`src/verilog/flash_seq_pkg.sv`:
```
package flash_seq_pkg;
	// Behaviour
	// - Burst keeps pump on if next queued early
	// - Pump held only within same 64-byte row
	// - Program/erase pump on at start, off after
	// - Sequence violation sets error, command discarded
	// - Program/erase before divider written is error
	// - Stop entry during command sets error
	// - Error flag clears by writing one
	// - Blank check all erased sets blank flag
	// - Valid launch clears blank flag; writes ignored
	// - Blank flag zero after check means dirty
	// - Codes 0x05, 0x20, 0x25 accepted
	// - Codes 0x40 page, 0x41 mass erase
	// - Other codes illegal, error, no operation

	// Register byte offsets on the APB slave
	localparam logic [7:0] OFS_STATUS = 8'h00;
	localparam logic [7:0] OFS_CMD = 8'h04;
	localparam logic [7:0] OFS_ADDR = 8'h08;
	localparam logic [7:0] OFS_DATA = 8'h0c;
	localparam logic [7:0] OFS_CLKDIV = 8'h10;
	localparam logic [7:0] OFS_INT_ST = 8'h14;
	localparam logic [7:0] OFS_INT_MASK = 8'h18;

	// Status flag bit positions
	localparam int ST_CBEF = 7;
	localparam int ST_CCF = 6;
	localparam int ST_ACCERR = 4;
	localparam int ST_BLANK = 2;

	// Reset values
	localparam logic CBEF_RST = 1'b1;
	localparam logic [1:0] INT_MASK_RST = 2'h0;

	// Command codes
	localparam logic [7:0] CMD_BLANK = 8'h05;
	localparam logic [7:0] CMD_BYTE = 8'h20;
	localparam logic [7:0] CMD_BURST = 8'h25;
	localparam logic [7:0] CMD_PAGE = 8'h40;
	localparam logic [7:0] CMD_MASS = 8'h41;

	// Array geometry
	localparam logic [7:0] ERASED_BYTE = 8'hff;
	localparam int ROW_BITS = 6;

	// Interrupt status bits
	localparam int INT_W = 2;
	localparam int INT_DONE = 0;
	localparam int INT_ERR = 1;

	// Divider register layout: value bits plus a written marker on read
	localparam int DIV_W = 7;
	localparam int DIV_SET_BIT = 7;

	// Operation times in microseconds and their cycle counts
	localparam int CLK_PERIOD_NS = 100;
	localparam int PROG_TIME_US = 20;
	localparam int BURST_TIME_US = 14;
	localparam int PAGE_TIME_US = 20000;
	localparam int MASS_TIME_US = 100000;
	localparam int PROG_CYC = (PROG_TIME_US * 1000 + CLK_PERIOD_NS - 1) / CLK_PERIOD_NS;
	localparam int BURST_CYC = (BURST_TIME_US * 1000 + CLK_PERIOD_NS - 1) / CLK_PERIOD_NS;
	localparam int PAGE_CYC = (PAGE_TIME_US * 1000 + CLK_PERIOD_NS - 1) / CLK_PERIOD_NS;
	localparam int MASS_CYC = (MASS_TIME_US * 1000 + CLK_PERIOD_NS - 1) / CLK_PERIOD_NS;
	localparam int TMR_W = 24;

	// Sequencer states
	typedef enum logic [2:0] {S_IDLE, S_PROG, S_ERASE, S_BLANK_RD, S_BLANK_CMP} state_e;
endpackage

```
`src/verilog/op_timer.sv`:
```
`timescale 1ns/1ps
module op_timer #(
	parameter int W = 24
) (
	input wire logic pclk,
	input wire logic presetn,
	input wire logic start,
	input wire logic abort,
	input wire logic [W-1:0] load,
	output logic busy,
	output logic done
);
	logic [W-1:0] count_q, count_d; // Cycles left
	logic done_q, done_d; // Expiry pulse

	// Load wins over counting; abort wins over both
	always_comb begin
		count_d = count_q;
		done_d = 1'b0;
		if (abort) begin
			count_d = '0;
		end else if (start) begin
			count_d = load;
		end else if (count_q != '0) begin
			count_d = count_q - 1'b1;
			// Pulse lands one cycle after the last count
			if (count_q == {{(W-1){1'b0}}, 1'b1}) begin
				done_d = 1'b1;
			end
		end
	end

	// Register stage
	always_ff @(posedge pclk or negedge presetn) begin
		if (!presetn) begin
			count_q <= '0;
			done_q <= 1'b0;
		end else begin
			count_q <= count_d;
			done_q <= done_d;
		end
	end

	assign busy = (count_q != '0);
	assign done = done_q;
endmodule

```
`src/verilog/flash_command_sequencer.sv`:
```
// Decided for this implementation: the register addresses and the APB interface to the registers.
`timescale 1ns/1ps
module flash_command_sequencer
	import flash_seq_pkg::*;
#(
	parameter int ADDR_W = 13,
	parameter int PAGE_CYCLES = PAGE_CYC,
	parameter int MASS_CYCLES = MASS_CYC
) (
	input wire logic pclk,
	input wire logic presetn,
	input wire logic psel,
	input wire logic penable,
	input wire logic pwrite,
	input wire logic [7:0] paddr,
	input wire logic [31:0] pwdata,
	output logic [31:0] prdata,
	output logic pready,
	output logic pslverr,
	output logic irq,
	input wire logic stop_entry,
	output logic [ADDR_W-1:0] arr_addr,
	output logic [7:0] arr_wdata,
	input wire logic [7:0] arr_rdata,
	output logic arr_rd,
	output logic arr_prog,
	output logic arr_page_erase,
	output logic arr_mass_erase,
	output logic pump_en
);
	// Bus phase decode
	logic setup; // First cycle of a transfer
	logic access; // Access phase, completes at once
	logic mapped; // Address hits a register
	logic wr_st, wr_cmd, wr_addr, wr_data, wr_div, wr_ist, wr_imask;

	// Software-visible state
	state_e state_q, state_d; // Sequencer state
	logic cbef_q, cbef_d; // Command buffer empty flag
	logic accerr_q, accerr_d; // Access error flag
	logic blank_q, blank_d; // Blank verified flag
	logic ccf_q; // Command complete, registered for edge detect
	logic ccf_d;
	logic [7:0] cmd_q, cmd_d; // Last legal code written
	logic cmd_vld_q, cmd_vld_d; // A code waits for launch
	logic [ADDR_W-1:0] addr_q, addr_d; // Target address
	logic [7:0] data_q, data_d; // Program data
	logic [DIV_W-1:0] div_q, div_d; // Clock divider value
	logic div_set_q, div_set_d; // Divider written since reset

	// One-deep command queue and the running operation
	logic [7:0] buf_cmd_q, buf_cmd_d;
	logic [ADDR_W-1:0] buf_addr_q, buf_addr_d;
	logic [7:0] buf_data_q, buf_data_d;
	logic [7:0] act_cmd_q, act_cmd_d;
	logic [ADDR_W-1:0] act_addr_q, act_addr_d;

	// Array side
	logic pump_q, pump_d;
	logic [ADDR_W-1:0] arr_addr_q, arr_addr_d;
	logic [7:0] arr_wdata_q, arr_wdata_d;
	logic arr_rd_q, arr_rd_d;
	logic arr_prog_q, arr_prog_d;
	logic arr_page_q, arr_page_d;
	logic arr_mass_q, arr_mass_d;
	logic [ADDR_W-1:0] scan_q, scan_d; // Blank check walk pointer
	logic scan_ok_q, scan_ok_d; // No dirty byte seen yet

	// Interrupt and bus read state
	logic [INT_W-1:0] int_st_q, int_st_d;
	logic [INT_W-1:0] int_mask_q, int_mask_d;
	logic [31:0] prdata_q, prdata_d;

	// Timer hookup and event terms
	logic tmr_start, tmr_abort, tmr_done;
	logic [TMR_W-1:0] tmr_load;
	logic err_ev; // Any access error this cycle
	logic launch_try, launch_ok;
	logic same_row, keep_pump;
	logic [7:0] status_rd;

	// Only the five documented codes are legal
	function automatic logic legal_code(input logic [7:0] c);
		case (c)
			CMD_BLANK, CMD_BYTE, CMD_BURST: legal_code = 1'b1;
			CMD_PAGE, CMD_MASS: legal_code = 1'b1;
			default: legal_code = 1'b0;
		endcase
	endfunction

	op_timer #(.W(TMR_W)) u_timer (
		.pclk(pclk),
		.presetn(presetn),
		.start(tmr_start),
		.abort(tmr_abort),
		.load(tmr_load),
		.busy(),
		.done(tmr_done)
	);

	// Address decode; zero wait states so pready is constant
	always_comb begin
		setup = psel && !penable;
		access = psel && penable;
		case (paddr)
			OFS_STATUS, OFS_CMD, OFS_ADDR, OFS_DATA: mapped = 1'b1;
			OFS_CLKDIV, OFS_INT_ST, OFS_INT_MASK: mapped = 1'b1;
			default: mapped = 1'b0;
		endcase
		wr_st = access && pwrite && (paddr == OFS_STATUS);
		wr_cmd = access && pwrite && (paddr == OFS_CMD);
		wr_addr = access && pwrite && (paddr == OFS_ADDR);
		wr_data = access && pwrite && (paddr == OFS_DATA);
		wr_div = access && pwrite && (paddr == OFS_CLKDIV);
		wr_ist = access && pwrite && (paddr == OFS_INT_ST);
		wr_imask = access && pwrite && (paddr == OFS_INT_MASK);
	end

	assign pready = 1'b1;
	assign pslverr = access && !mapped;

	// Burst pump hold test, judged on the cycle the byte finishes
	always_comb begin
		same_row = (buf_addr_q[ADDR_W-1:ROW_BITS] == act_addr_q[ADDR_W-1:ROW_BITS]);
		keep_pump = (act_cmd_q == CMD_BURST) && !cbef_q && (buf_cmd_q == CMD_BURST) && same_row;
		launch_try = wr_st && pwdata[ST_CBEF] && cbef_q && !accerr_q;
		launch_ok = launch_try && cmd_vld_q && ((cmd_q == CMD_BLANK) || div_set_q);
		status_rd = '0;
		status_rd[ST_CBEF] = cbef_q;
		status_rd[ST_CCF] = ccf_q;
		status_rd[ST_ACCERR] = accerr_q;
		status_rd[ST_BLANK] = blank_q;
	end

	// Read data captured in setup so it is stable through access
	always_comb begin
		prdata_d = prdata_q;
		if (setup) begin
			case (paddr)
				OFS_STATUS: prdata_d = {24'h0, status_rd};
				OFS_ADDR: prdata_d = {{(32-ADDR_W){1'b0}}, addr_q};
				OFS_DATA: prdata_d = {24'h0, data_q};
				OFS_CLKDIV: prdata_d = {24'h0, div_set_q, div_q};
				OFS_INT_ST: prdata_d = {{(32-INT_W){1'b0}}, int_st_q};
				OFS_INT_MASK: prdata_d = {{(32-INT_W){1'b0}}, int_mask_q};
				default: prdata_d = 32'h0; // Command register is write-only
			endcase
		end
	end

	// Command acceptance, launch and the sequencer itself
	always_comb begin
		state_d = state_q;
		cbef_d = cbef_q;
		accerr_d = accerr_q;
		blank_d = blank_q;
		cmd_d = cmd_q;
		cmd_vld_d = cmd_vld_q;
		addr_d = addr_q;
		data_d = data_q;
		div_d = div_q;
		div_set_d = div_set_q;
		buf_cmd_d = buf_cmd_q;
		buf_addr_d = buf_addr_q;
		buf_data_d = buf_data_q;
		act_cmd_d = act_cmd_q;
		act_addr_d = act_addr_q;
		pump_d = pump_q;
		arr_addr_d = arr_addr_q;
		arr_wdata_d = arr_wdata_q;
		arr_rd_d = 1'b0;
		arr_prog_d = arr_prog_q;
		arr_page_d = arr_page_q;
		arr_mass_d = arr_mass_q;
		scan_d = scan_q;
		scan_ok_d = scan_ok_q;
		tmr_start = 1'b0;
		tmr_abort = 1'b0;
		tmr_load = '0;
		err_ev = 1'b0;

		// Write-one-to-clear; a new error later in this block still wins
		if (wr_st && pwdata[ST_ACCERR]) begin
			accerr_d = 1'b0;
		end
		if (wr_addr) begin
			addr_d = pwdata[ADDR_W-1:0];
		end
		if (wr_data) begin
			data_d = pwdata[7:0];
		end
		if (wr_div) begin
			div_d = pwdata[DIV_W-1:0];
			div_set_d = 1'b1;
		end
		// A code written while the buffer is full or an unknown code is dropped
		if (wr_cmd) begin
			if (!cbef_q || !legal_code(pwdata[7:0])) begin
				err_ev = 1'b1;
			end else begin
				cmd_d = pwdata[7:0];
				cmd_vld_d = 1'b1;
			end
		end
		// Launch: blocked silently while an error is pending
		if (launch_try) begin
			if (!cmd_vld_q) begin
				err_ev = 1'b1;
			end else if (!launch_ok) begin
				err_ev = 1'b1;
				cmd_vld_d = 1'b0;
			end else begin
				buf_cmd_d = cmd_q;
				buf_addr_d = addr_q;
				buf_data_d = data_q;
				cbef_d = 1'b0;
				blank_d = 1'b0;
				cmd_vld_d = 1'b0;
			end
		end

		case (state_q)
			S_IDLE: begin
				// Pull a queued command; the buffer frees for the next one
				if (!cbef_q) begin
					cbef_d = 1'b1;
					act_cmd_d = buf_cmd_q;
					act_addr_d = buf_addr_q;
					arr_addr_d = buf_addr_q;
					arr_wdata_d = buf_data_q;
					case (buf_cmd_q)
						CMD_BLANK: begin
							scan_d = '0;
							scan_ok_d = 1'b1;
							state_d = S_BLANK_RD;
						end
						CMD_BYTE, CMD_BURST: begin
							pump_d = 1'b1;
							arr_prog_d = 1'b1;
							tmr_start = 1'b1;
							// A pump already up skips its ramp, so the burst byte is shorter
							tmr_load = (pump_q && buf_cmd_q == CMD_BURST) ? TMR_W'(BURST_CYC) : TMR_W'(PROG_CYC);
							state_d = S_PROG;
						end
						CMD_PAGE: begin
							pump_d = 1'b1;
							arr_page_d = 1'b1;
							tmr_start = 1'b1;
							tmr_load = TMR_W'(PAGE_CYCLES);
							state_d = S_ERASE;
						end
						CMD_MASS: begin
							pump_d = 1'b1;
							arr_mass_d = 1'b1;
							tmr_start = 1'b1;
							tmr_load = TMR_W'(MASS_CYCLES);
							state_d = S_ERASE;
						end
						default: state_d = S_IDLE;
					endcase
				end
			end
			S_PROG, S_ERASE: begin
				if (tmr_done) begin
					arr_prog_d = 1'b0;
					arr_page_d = 1'b0;
					arr_mass_d = 1'b0;
					state_d = S_IDLE;
					// Pump stays up only for an early queued burst in the same row
					if (!keep_pump) begin
						pump_d = 1'b0;
					end
				end
			end
			S_BLANK_RD: begin
				arr_rd_d = 1'b1;
				arr_addr_d = scan_q;
				state_d = S_BLANK_CMP;
			end
			S_BLANK_CMP: begin
				// First dirty byte ends the walk early
				if (arr_rdata != ERASED_BYTE) begin
					scan_ok_d = 1'b0;
					state_d = S_IDLE;
				end else if (scan_q == {ADDR_W{1'b1}}) begin
					blank_d = scan_ok_q;
					state_d = S_IDLE;
				end else begin
					scan_d = scan_q + 1'b1;
					state_d = S_BLANK_RD;
				end
			end
			default: state_d = S_IDLE;
		endcase

		// Stop entry aborts everything, queued work included
		if (stop_entry && (state_q != S_IDLE || !cbef_q)) begin
			err_ev = 1'b1;
			state_d = S_IDLE;
			cbef_d = 1'b1;
			pump_d = 1'b0;
			arr_prog_d = 1'b0;
			arr_page_d = 1'b0;
			arr_mass_d = 1'b0;
			arr_rd_d = 1'b0;
			tmr_start = 1'b0;
			tmr_abort = 1'b1;
		end
		if (err_ev) begin
			accerr_d = 1'b1;
		end
	end

	// Sticky interrupt events; setting beats a simultaneous clear
	always_comb begin
		ccf_d = cbef_d && (state_d == S_IDLE);
		int_st_d = int_st_q;
		int_mask_d = int_mask_q;
		if (wr_ist) begin
			int_st_d = int_st_q & ~pwdata[INT_W-1:0];
		end
		if (wr_imask) begin
			int_mask_d = pwdata[INT_W-1:0];
		end
		if (ccf_d && !ccf_q) begin
			int_st_d[INT_DONE] = 1'b1;
		end
		if (err_ev) begin
			int_st_d[INT_ERR] = 1'b1;
		end
	end

	// Register stage for all groups
	always_ff @(posedge pclk or negedge presetn) begin
		if (!presetn) begin
			state_q <= S_IDLE;
			cbef_q <= CBEF_RST;
			accerr_q <= 1'b0;
			blank_q <= 1'b0;
			ccf_q <= 1'b1;
			cmd_q <= '0;
			cmd_vld_q <= 1'b0;
			addr_q <= '0;
			data_q <= '0;
			div_q <= '0;
			div_set_q <= 1'b0;
			buf_cmd_q <= '0;
			buf_addr_q <= '0;
			buf_data_q <= '0;
			act_cmd_q <= '0;
			act_addr_q <= '0;
			pump_q <= 1'b0;
			arr_addr_q <= '0;
			arr_wdata_q <= '0;
			arr_rd_q <= 1'b0;
			arr_prog_q <= 1'b0;
			arr_page_q <= 1'b0;
			arr_mass_q <= 1'b0;
			scan_q <= '0;
			scan_ok_q <= 1'b0;
			int_st_q <= '0;
			int_mask_q <= INT_MASK_RST;
			prdata_q <= '0;
		end else begin
			state_q <= state_d;
			cbef_q <= cbef_d;
			accerr_q <= accerr_d;
			blank_q <= blank_d;
			ccf_q <= ccf_d;
			cmd_q <= cmd_d;
			cmd_vld_q <= cmd_vld_d;
			addr_q <= addr_d;
			data_q <= data_d;
			div_q <= div_d;
			div_set_q <= div_set_d;
			buf_cmd_q <= buf_cmd_d;
			buf_addr_q <= buf_addr_d;
			buf_data_q <= buf_data_d;
			act_cmd_q <= act_cmd_d;
			act_addr_q <= act_addr_d;
			pump_q <= pump_d;
			arr_addr_q <= arr_addr_d;
			arr_wdata_q <= arr_wdata_d;
			arr_rd_q <= arr_rd_d;
			arr_prog_q <= arr_prog_d;
			arr_page_q <= arr_page_d;
			arr_mass_q <= arr_mass_d;
			scan_q <= scan_d;
			scan_ok_q <= scan_ok_d;
			int_st_q <= int_st_d;
			int_mask_q <= int_mask_d;
			prdata_q <= prdata_d;
		end
	end

	assign prdata = prdata_q;
	assign irq = |(int_st_q & int_mask_q);
	assign pump_en = pump_q;
	assign arr_addr = arr_addr_q;
	assign arr_wdata = arr_wdata_q;
	assign arr_rd = arr_rd_q;
	assign arr_prog = arr_prog_q;
	assign arr_page_erase = arr_page_q;
	assign arr_mass_erase = arr_mass_q;
endmodule

```
`config.mk`:
```
export PLATFORM = sky130hd
export DESIGN_NAME = flash_command_sequencer
export DESIGN_NICKNAME = d
export VERILOG_FILES = /design/src/verilog/flash_seq_pkg.sv /design/src/verilog/op_timer.sv /design/src/verilog/flash_command_sequencer.sv
export SDC_FILE = /design/constraint.sdc
export NUM_CORES = 1
export LEC_CHECK = 0
export ABC_AREA = 1
export BUFFER_PORTS_ARGS = -buffer_cell sky130_fd_sc_hd__buf_4
export CAP_MARGIN = 15
export CORE_UTILIZATION = 51
export DETAILED_ROUTE_END_ITERATION = 10
export MAX_ROUTING_LAYER = met4
export PLACE_DENSITY = 0.72
export SKIP_LAST_GASP = 1
export SYNTH_ARGS = -nofsm -noshare
export SYNTH_HDL_FRONTEND = slang
export SYNTH_SLANG_ARGS = --single-unit
```
`constraint.sdc`:
```
create_clock -name pclk -period 3.33 [get_ports pclk]
set_clock_uncertainty 0.05 [all_clocks]
set_input_delay 0.1665 -clock pclk [delete_from_list [all_inputs] [get_ports pclk]]
set_output_delay 0.1665 -clock pclk [all_outputs]
set_load 0.1 [all_outputs]
```
## After elaboration in Yosys (flattened, before gate mapping)

Index checks and enable logic that the tools add are counted.

| word-level totals | value |
|---|---|
| output and inout bits | 61 |
| word-level logic and storage cells | 224 |
| bits in registers | 196 |
| input port bits | 54 |

| cells by class | value |
|---|---|
| muxes and demuxes | 86 |
| reductions and logical operators | 62 |
| add/subtract/negate cells | 2 |
| bitwise operators | 5 |
| equal/unequal tests | 38 |

Operator list:

| cell | count |
|---|---|
| $pmux 13 s6 | 1 |
| $mux 24 | 3 |
| $mux 13 | 5 |
| $pmux 20 s3 | 1 |
| $mux 1 | 58 |
| $pmux 13 s2 | 2 |
| $eq 8x6->1 const B | 5 |
| $mux 20 | 2 |
| $eq 8x3->1 const B | 4 |
| $eq 8x7->1 const B | 4 |
| $eq 24x1->1 const B | 1 |
| $eq 8x5->1 const B | 3 |
| $logic_and 1x1->1 | 24 |
| $reduce_bool 24->1 | 1 |
| $sub 24x1->24 const B | 1 |
| $eq 8x4->1 const B | 2 |
| $reduce_and 4->1 | 4 |
| $add 13x1->13 const B | 1 |
| $eq 13x13->1 const B | 1 |
| $ne 3x2->1 const B | 4 |
| $pmux 3 s4 | 1 |
| $pmux 1 s2 | 5 |
| $reduce_and 5->1 | 2 |
| $reduce_bool 2->1 | 5 |
| 26 further kinds | 53 |

## Logic depth before layout (Yosys ltp)

| logic depth | value |
|---|---|
| depth after elaboration | 17 |
| depth in mapped cells | 12 |
| depth with buffers taken out | 11 |

## Hierarchy

Synthesis repeated with hierarchy kept, for this count alone.

| unflattened totals | value |
|---|---|
| cell total of the unflattened synthesis | 1112 |
| area total of the unflattened synthesis | 8738.4 µm² |

Modules (own cells, without submodules):

| module | area an instance (µm²) | times used | sequential area each (µm²) | cells an instance |
|---|---|---|---|---|
| flash_command_sequencer | 6901.6 | 1 | 3656.0 | 828 |
| op_timer | 1836.8 | 1 | 625.6 | 284 |

## Worst setup path after synthesis

OpenSTA, ideal clock, no wires.

| timing path | value |
|---|---|
| kind | input to output |
| start point | input port paddr[1] |
| end point | output port pslverr |
| buffers on the path | 0 |
| arrival | 3431 ps |
| path slack | -318 ps |
| stages | 6 |
| required time | 3113 ps |
| cells stage by stage | clkinv_1 > nand2_2 > nor3_2 > nand3_1 > inv_1 > nor4_1 |

| between the ends | value |
|---|---|
| word-level cells in the longest chain between the ends | 5 |
| elaborated cells on any way between the ends | 11 |
| those cells by class | 6 x eq/ne; 1 x mux; 4 x reduce/logical |

RTL lines:

| item | RTL line | RTL |
|---|---|---|
| start: declaration | flash_command_sequencer.sv:15 | `input wire logic [7:0] paddr,` |
| $eq 8x3->1, or another cell as far along | flash_command_sequencer.sv:105 | `case (paddr)` |
| $reduce_or 7->1 (no source line) (*) | -- |  |
| $mux 1 (*) | flash_command_sequencer.sv:105 |  |
| $logic_not 1->1 (*) | flash_command_sequencer.sv:120 | `assign pslverr = access && !mapped;` |
| $logic_and 1x1->1 (*) | flash_command_sequencer.sv:120 |  |
| end: declaration | flash_command_sequencer.sv:19 | `output logic pslverr,` |

Mark *: on every way between the ends. The rest lies on a longest branch, timed or not.

## Final worst setup path

| timing path | value |
|---|---|
| start point | register cbef_q |
| end point | register int_st_q[0] |

| between the ends | value |
|---|---|
| word-level cells in the longest chain between the ends | 13 |
| elaborated cells on any way between the ends | 21 |
| those cells by class | 10 x mux; 11 x reduce/logical |

RTL lines:

| item | RTL line | RTL |
|---|---|---|
| start: declaration | flash_command_sequencer.sv:39 | `logic cbef_q, cbef_d;` |
| start signal: assignment | flash_command_sequencer.sv:337 | `cbef_q <= CBEF_RST;` |
| start signal: assignment | flash_command_sequencer.sv:366 | `cbef_q <= cbef_d;` |
| $logic_and 1x1->1 (2 in series) | flash_command_sequencer.sv:126 | `launch_try = wr_st && pwdata[ST_CBEF] && cbef_q && !accerr_q;` |
| $logic_and 1x1->1 (2 in series) | flash_command_sequencer.sv:127 | `launch_ok = launch_try && cmd_vld_q && ((cmd_q == CMD_BLANK) \|\| div_set_q);` |
| $mux 1 | flash_command_sequencer.sv:209 | `end else if (!launch_ok) begin` |
| $mux 1 | flash_command_sequencer.sv:207 | `if (!cmd_vld_q) begin` |
| $mux 1 | flash_command_sequencer.sv:206 | `if (launch_try) begin` |
| $mux 1 | flash_command_sequencer.sv:225 | `if (!cbef_q) begin` |
| $mux 1 | flash_command_sequencer.sv:222 | `case (state_q)` |
| $mux 1 | flash_command_sequencer.sv:297 | `if (stop_entry && (state_q != S_IDLE \|\| !cbef_q)) begin` |
| $logic_and 1x1->1 (*) | flash_command_sequencer.sv:316 | `ccf_d = cbef_d && (state_d == S_IDLE);` |
| $logic_and 1x1->1 (*) | flash_command_sequencer.sv:325 | `if (ccf_d && !ccf_q) begin` |
| $mux 1 or $reduce_bool 2->1 (tied branches) | -- |  |
| end signal: assignment | flash_command_sequencer.sv:390 | `int_st_q <= int_st_d;` |
| end: declaration | flash_command_sequencer.sv:70 | `logic [INT_W-1:0] int_st_q, int_st_d;` |

Marked as above.
A chain may end at the register's enable or synchronous reset.

==> results by group <==
Floorplanning
  – Cell row count: 46
  – Height of the chip: 131 um
  – Initial core utilization: 0.531
  – Horizontal extent of the die: 131 um
  – Floorplan die area: 0.0173 mm2
  – Top-Level Pins: 115
  – Core area: 0.0161 mm2

Timing
  – Setup repair after global routing missed its margin: false
  – Measured slew at the worst slew-check pin: 0.768 ns
  – Final number of max-transition violations: 0
  – Part of the cycle the worst path needs: 0.691
  – Achievable frequency: 435 MHz
  – Worst path setup slack after routing: 1.03 ns
  – Sum Neg Setup Slack: 0 ns
  – Post-layout min period: 2.30 ns
  – Slew Limit Headroom: 0.486
  – Final setup violating endpoints: 0
  – Smallest hold slack: 0.0259 ns
  – Final hold violation count: 0

Clock network
  – H-tree Lvls: 4
  – CTS sink count: 171
  – Clock tree from TritonCTS: done
  – Buffers from clock root to sink, at most: 2
  – CTS Buf Count: 17
  – Buffers inserted by post-CTS timing repair: 0
  – Clock insertion delay at the later pin of the skew report: 0.44 ns
  – Cell at the root of the clock tree: sky130_fd_sc_hd__clkbuf_16
  – Reg clk slew, reported paths: 0.07 ns

Power and ir drop
  – Internal Pwr Total: 3.47 mW
  – Clk pwr share: 0.379
  – Peak supply drop: 0.000542 V
  – Power after layout: 5.20 mW
  – Share of total power consumed by net switching: 0.333
  – Net Switching: 1.73 mW
  – Power share of the sequential group: 0.451
  – Power per Cell Area: 523 mW/mm2
  – Leakage power: 4.97 nW
  – Relative contribution of combinational cells to total power: 0.169

Synthesis
  – Avg Inst Size Synth: 7.96 um2
  – Number of library cell types mapped by synthesis: 49
  – Sequential area share after synthesis: 0.501
  – Number of synthesized flops with an enable pin: 0
  – Synth top area share: 0.495
  – Main area contributors after synthesis: sky130_fd_sc_hd__dfrtp_1, sky130_fd_sc_hd__nand2_1, sky130_fd_sc_hd__inv_1
  – Post-Synthesis Cell Area: 0.00855 mm2
  – Warnings, synthesis: 0
  – Share of synthesized flip-flops with an asynchronous set or reset: 1.00
  – Cell taking the most area after synthesis: sky130_fd_sc_hd__dfrtp_1
  – Number of flip-flops and latches in the synthesized netlist: 171
  – Most used DFF post-synth: sky130_fd_sc_hd__dfrtp_1
  – Synthesized instance count: 1074

Place
  – # placed instances: 1349
  – HPWL after DPL: 14700 um
  – Final weighted congestion of routability-driven global placement: 0.905
  – Worst-case setup slack after placement: 1.04 ns
  – Count of buffers inserted at the top-level ports: 75

GRT
  – Remaining global-route overflow: 0
  – Tot GR Track Use: 0.250
  – Antenna violations before repair: 0
  – Via count of the first global-routing pass: 6633
  – Wire length of the first global-routing pass: 32900 um
  – Maximum number of pins on one net before global-route repair: 82

Worst setup path
  – Type of origin of the critical path: flop
  – Most used cell along the critical path: sky130_fd_sc_hd__nand2_1
  – Slowest CP cell: sky130_fd_sc_hd__dfstp_2
  – Combined buffer and inverter count along the critical path: 3
  – Critical path cell sequence: inv_2 -> nand2_4 -> clkinv_1 -> buf_4 -> nand2_1 -> nand2_1 -> nand2_1 -> nand4_1 -> nand2_1
  – Setup CP Type: reg2reg
  – Signal arrival time at the worst endpoint: 2.63 ns
  – Delay of the slowest cell on the worst path: 0.64 ns
  – Endpoint type of the worst setup path: flop
  – Data required time at the worst endpoint: 3.66 ns
  – Family with the most delay on the worst path: simple AND/OR/NAND/NOR gates
  – CP max FO: 36

Detailed routing
  – Detailed-routing iteration count for the pre-antenna-repair pass: 5
  – DRC marker count from the first detailed-route iteration: 661
  – Post-detailed-route wirelength per cell: 14.5 um
  – Number of nets still failing antenna checks after routing: 0
  – Post-detailed-route via-to-cell ratio: 5.19
  – Count of unresolved DRC violations after routing: 0
  – Via count: 7209
  – Detailed-route wire length: 20200 um

Cells and area
  – Fraction of final layout cells with drive strength greater than 1: 0.152
  – Ant diodes: 0
  – Final standard cell count with taps included and fillers excluded: 1388
  – Net total in the final layout: 1216
  – Area growth, synth to finish: 16.2%

Worst hold path
  – Class of the tightest hold or removal check: in2reg

Run
  – Max-cap violations: 0

Run status
  – Result of the run: complete, no violations
[worst min-delay path: stages]
cell and delay [ns]:
sky130_fd_sc_hd__buf_4 0.09, sky130_fd_sc_hd__inv_1 0.08, sky130_fd_sc_hd__o21ai_1 0.13
[registers in the layout (all words and copies together) (netlist names), 3 cells and up]
register,flops
u_timer.count_q,24
act_cmd_q,8
data_q,8
prdata,13
state_q,3
buf_data_q,8
addr_q,13
div_q,7
buf_cmd_q,8
scan_q,13
buf_addr_q,13
arr_wdata,8
act_addr_q,7
cmd_q,8
arr_addr,13
[synthesized netlist by cell type (2+ instances only)]
| cell type | number |
|---|---|
| sky130_fd_sc_hd__xor2_1 | 18 |
| sky130_fd_sc_hd__dfstp_2 | 2 |
| sky130_fd_sc_hd__inv_1 | 117 |
| sky130_fd_sc_hd__nor2_1 | 97 |
| sky130_fd_sc_hd__mux2_2 | 4 |
| sky130_fd_sc_hd__nor3_2 | 4 |
| sky130_fd_sc_hd__conb_1 | 2 |
| sky130_fd_sc_hd__a22o_1 | 2 |
| sky130_fd_sc_hd__buf_4 | 24 |
| sky130_fd_sc_hd__o21ai_1 | 35 |
| sky130_fd_sc_hd__o21a_1 | 2 |
| sky130_fd_sc_hd__nor2_2 | 5 |
| sky130_fd_sc_hd__clkinv_1 | 3 |
| sky130_fd_sc_hd__nand2_1 | 319 |
| sky130_fd_sc_hd__nor3_1 | 13 |
| sky130_fd_sc_hd__nand2_2 | 11 |
| sky130_fd_sc_hd__nand3_2 | 3 |
| sky130_fd_sc_hd__o21ai_2 | 6 |
| sky130_fd_sc_hd__o211ai_1 | 11 |
| sky130_fd_sc_hd__nor2_4 | 3 |
| sky130_fd_sc_hd__clkbuf_1 | 8 |
| sky130_fd_sc_hd__buf_2 | 8 |
| sky130_fd_sc_hd__o21ai_0 | 80 |
| sky130_fd_sc_hd__nand4_1 | 14 |
| sky130_fd_sc_hd__ha_1 | 3 |
| sky130_fd_sc_hd__o31ai_1 | 2 |
| sky130_fd_sc_hd__nor3b_1 | 3 |
| sky130_fd_sc_hd__a21oi_1 | 10 |
| sky130_fd_sc_hd__nand3_1 | 57 |
| sky130_fd_sc_hd__or2_2 | 8 |
| sky130_fd_sc_hd__o22ai_1 | 4 |
| sky130_fd_sc_hd__dfrtp_1 | 169 |
| sky130_fd_sc_hd__inv_2 | 11 |
[logic make-up (layout without fill, tap and decap cells)]
family          Yosys count  after routing  synth area share
fa+ha+maj                 3              3           0.00439
mux                       6              6           0.00775
flops                   171            171             0.501
buf+inv                 172            252            0.0881
compound gates          154            154            0.0993
simple gates            547            547             0.279
xor+xnor                 19             19            0.0195
other cells               2             20          0.000878
[layout by cell type, fill, tap and decap left out, types with 2 or more instances in the layout]
cell type	count
sky130_fd_sc_hd__o21ai_2	6
sky130_fd_sc_hd__nand3_2	3
sky130_fd_sc_hd__a22o_1	2
sky130_fd_sc_hd__inv_8	3
sky130_fd_sc_hd__clkinv_1	3
sky130_fd_sc_hd__nor2_1	97
sky130_fd_sc_hd__nand2_2	11
sky130_fd_sc_hd__nor3_1	13
sky130_fd_sc_hd__nor2_2	5
sky130_fd_sc_hd__nor3b_1	3
sky130_fd_sc_hd__inv_2	11
sky130_fd_sc_hd__a21oi_1	10
sky130_fd_sc_hd__nor3_2	4
sky130_fd_sc_hd__o21a_1	2
sky130_fd_sc_hd__o211ai_1	11
sky130_fd_sc_hd__dfrtp_1	169
sky130_fd_sc_hd__nand4_1	14
sky130_fd_sc_hd__dfstp_2	2
sky130_fd_sc_hd__nand3_1	57
sky130_fd_sc_hd__ha_1	3
sky130_fd_sc_hd__dlygate4sd3_1	7
sky130_fd_sc_hd__o21ai_1	35
sky130_fd_sc_hd__clkinv_8	5
sky130_fd_sc_hd__mux2_2	4
sky130_fd_sc_hd__o31ai_1	2
sky130_fd_sc_hd__inv_6	4
sky130_fd_sc_hd__o22ai_1	4
sky130_fd_sc_hd__conb_1	20
sky130_fd_sc_hd__clkinv_4	2
sky130_fd_sc_hd__buf_4	80
sky130_fd_sc_hd__nor2_4	3
sky130_fd_sc_hd__nand2_1	319
sky130_fd_sc_hd__o21ai_0	80
sky130_fd_sc_hd__clkbuf_16	17
sky130_fd_sc_hd__inv_1	117
sky130_fd_sc_hd__or2_2	8
sky130_fd_sc_hd__xor2_1	18
[area by class of cell]
| type | instances | area (um2) |
|---|---|---|
| Fill cell | 1471 | 6180 |
| Sequential cell | 171 | 4280 |
| Multi-Input combinational cell | 749 | 3590 |
| Timing Repair Buffer | 89 | 702 |
| Inverter | 131 | 492 |
| Clock buffer | 17 | 425 |
| Tap cell | 216 | 270 |
| Clock inverter | 15 | 175 |
[timing repair]
item                                   CTS  global route
hold buffers                             7             0
resized for setup                        0             0
endpoints found under the hold margin   84             0
[layer usage]
| metal | GRT usage | vias to the layer above | routed length [um] |
|---|---|---|---|
| li1 | - | 3558 | - |
| met1 | 0.318 | 3407 | 8990 |
| met2 | 0.386 | 201 | 9440 |
| met3 | 0.0513 | 43 | 1010 |
| met4 | 0.110 | 0 | 723 |
| met5 | - | - | 0 |
[final timing paths]
check	from	to	slack, ns	cells past startpoint
setup / recovery	cbef_q	int_st_q[0]	1.03	9
hold / removal	pwdata[4]	div_q[4]	0.03	3
setup reg to reg	cbef_q	int_st_q[0]	1.03	9
hold reg to reg	cmd_q[7]	buf_cmd_q[7]	0.43	2
max in group asynchronous	presetn	prdata[0]	2.14	3
min in group asynchronous	presetn	scan_q[9]	0.30	2
[power by group through the flow]
stage / logic [mW] / clock network (mW) / registers (mW)
after floorplan: 0.487 / 0 / 2.56
after global placement: 0.858 / 0 / 2.38
after detailed placement: 0.873 / 0 / 2.38
after CTS: 0.887 / 2.00 / 2.35
after global routing: 0.969 / 2.08 / 2.37
final: 0.881 / 1.97 / 2.35
[metrics by stage]
step	utilization	cell area, um2
final	0.617	9940
after global routing	0.617	9940
after CTS	0.617	9940
after detailed placement	0.575	9270
after global placement	0.575	9270
after floorplan	-	8630
Power figures use the tool's default switching activity.
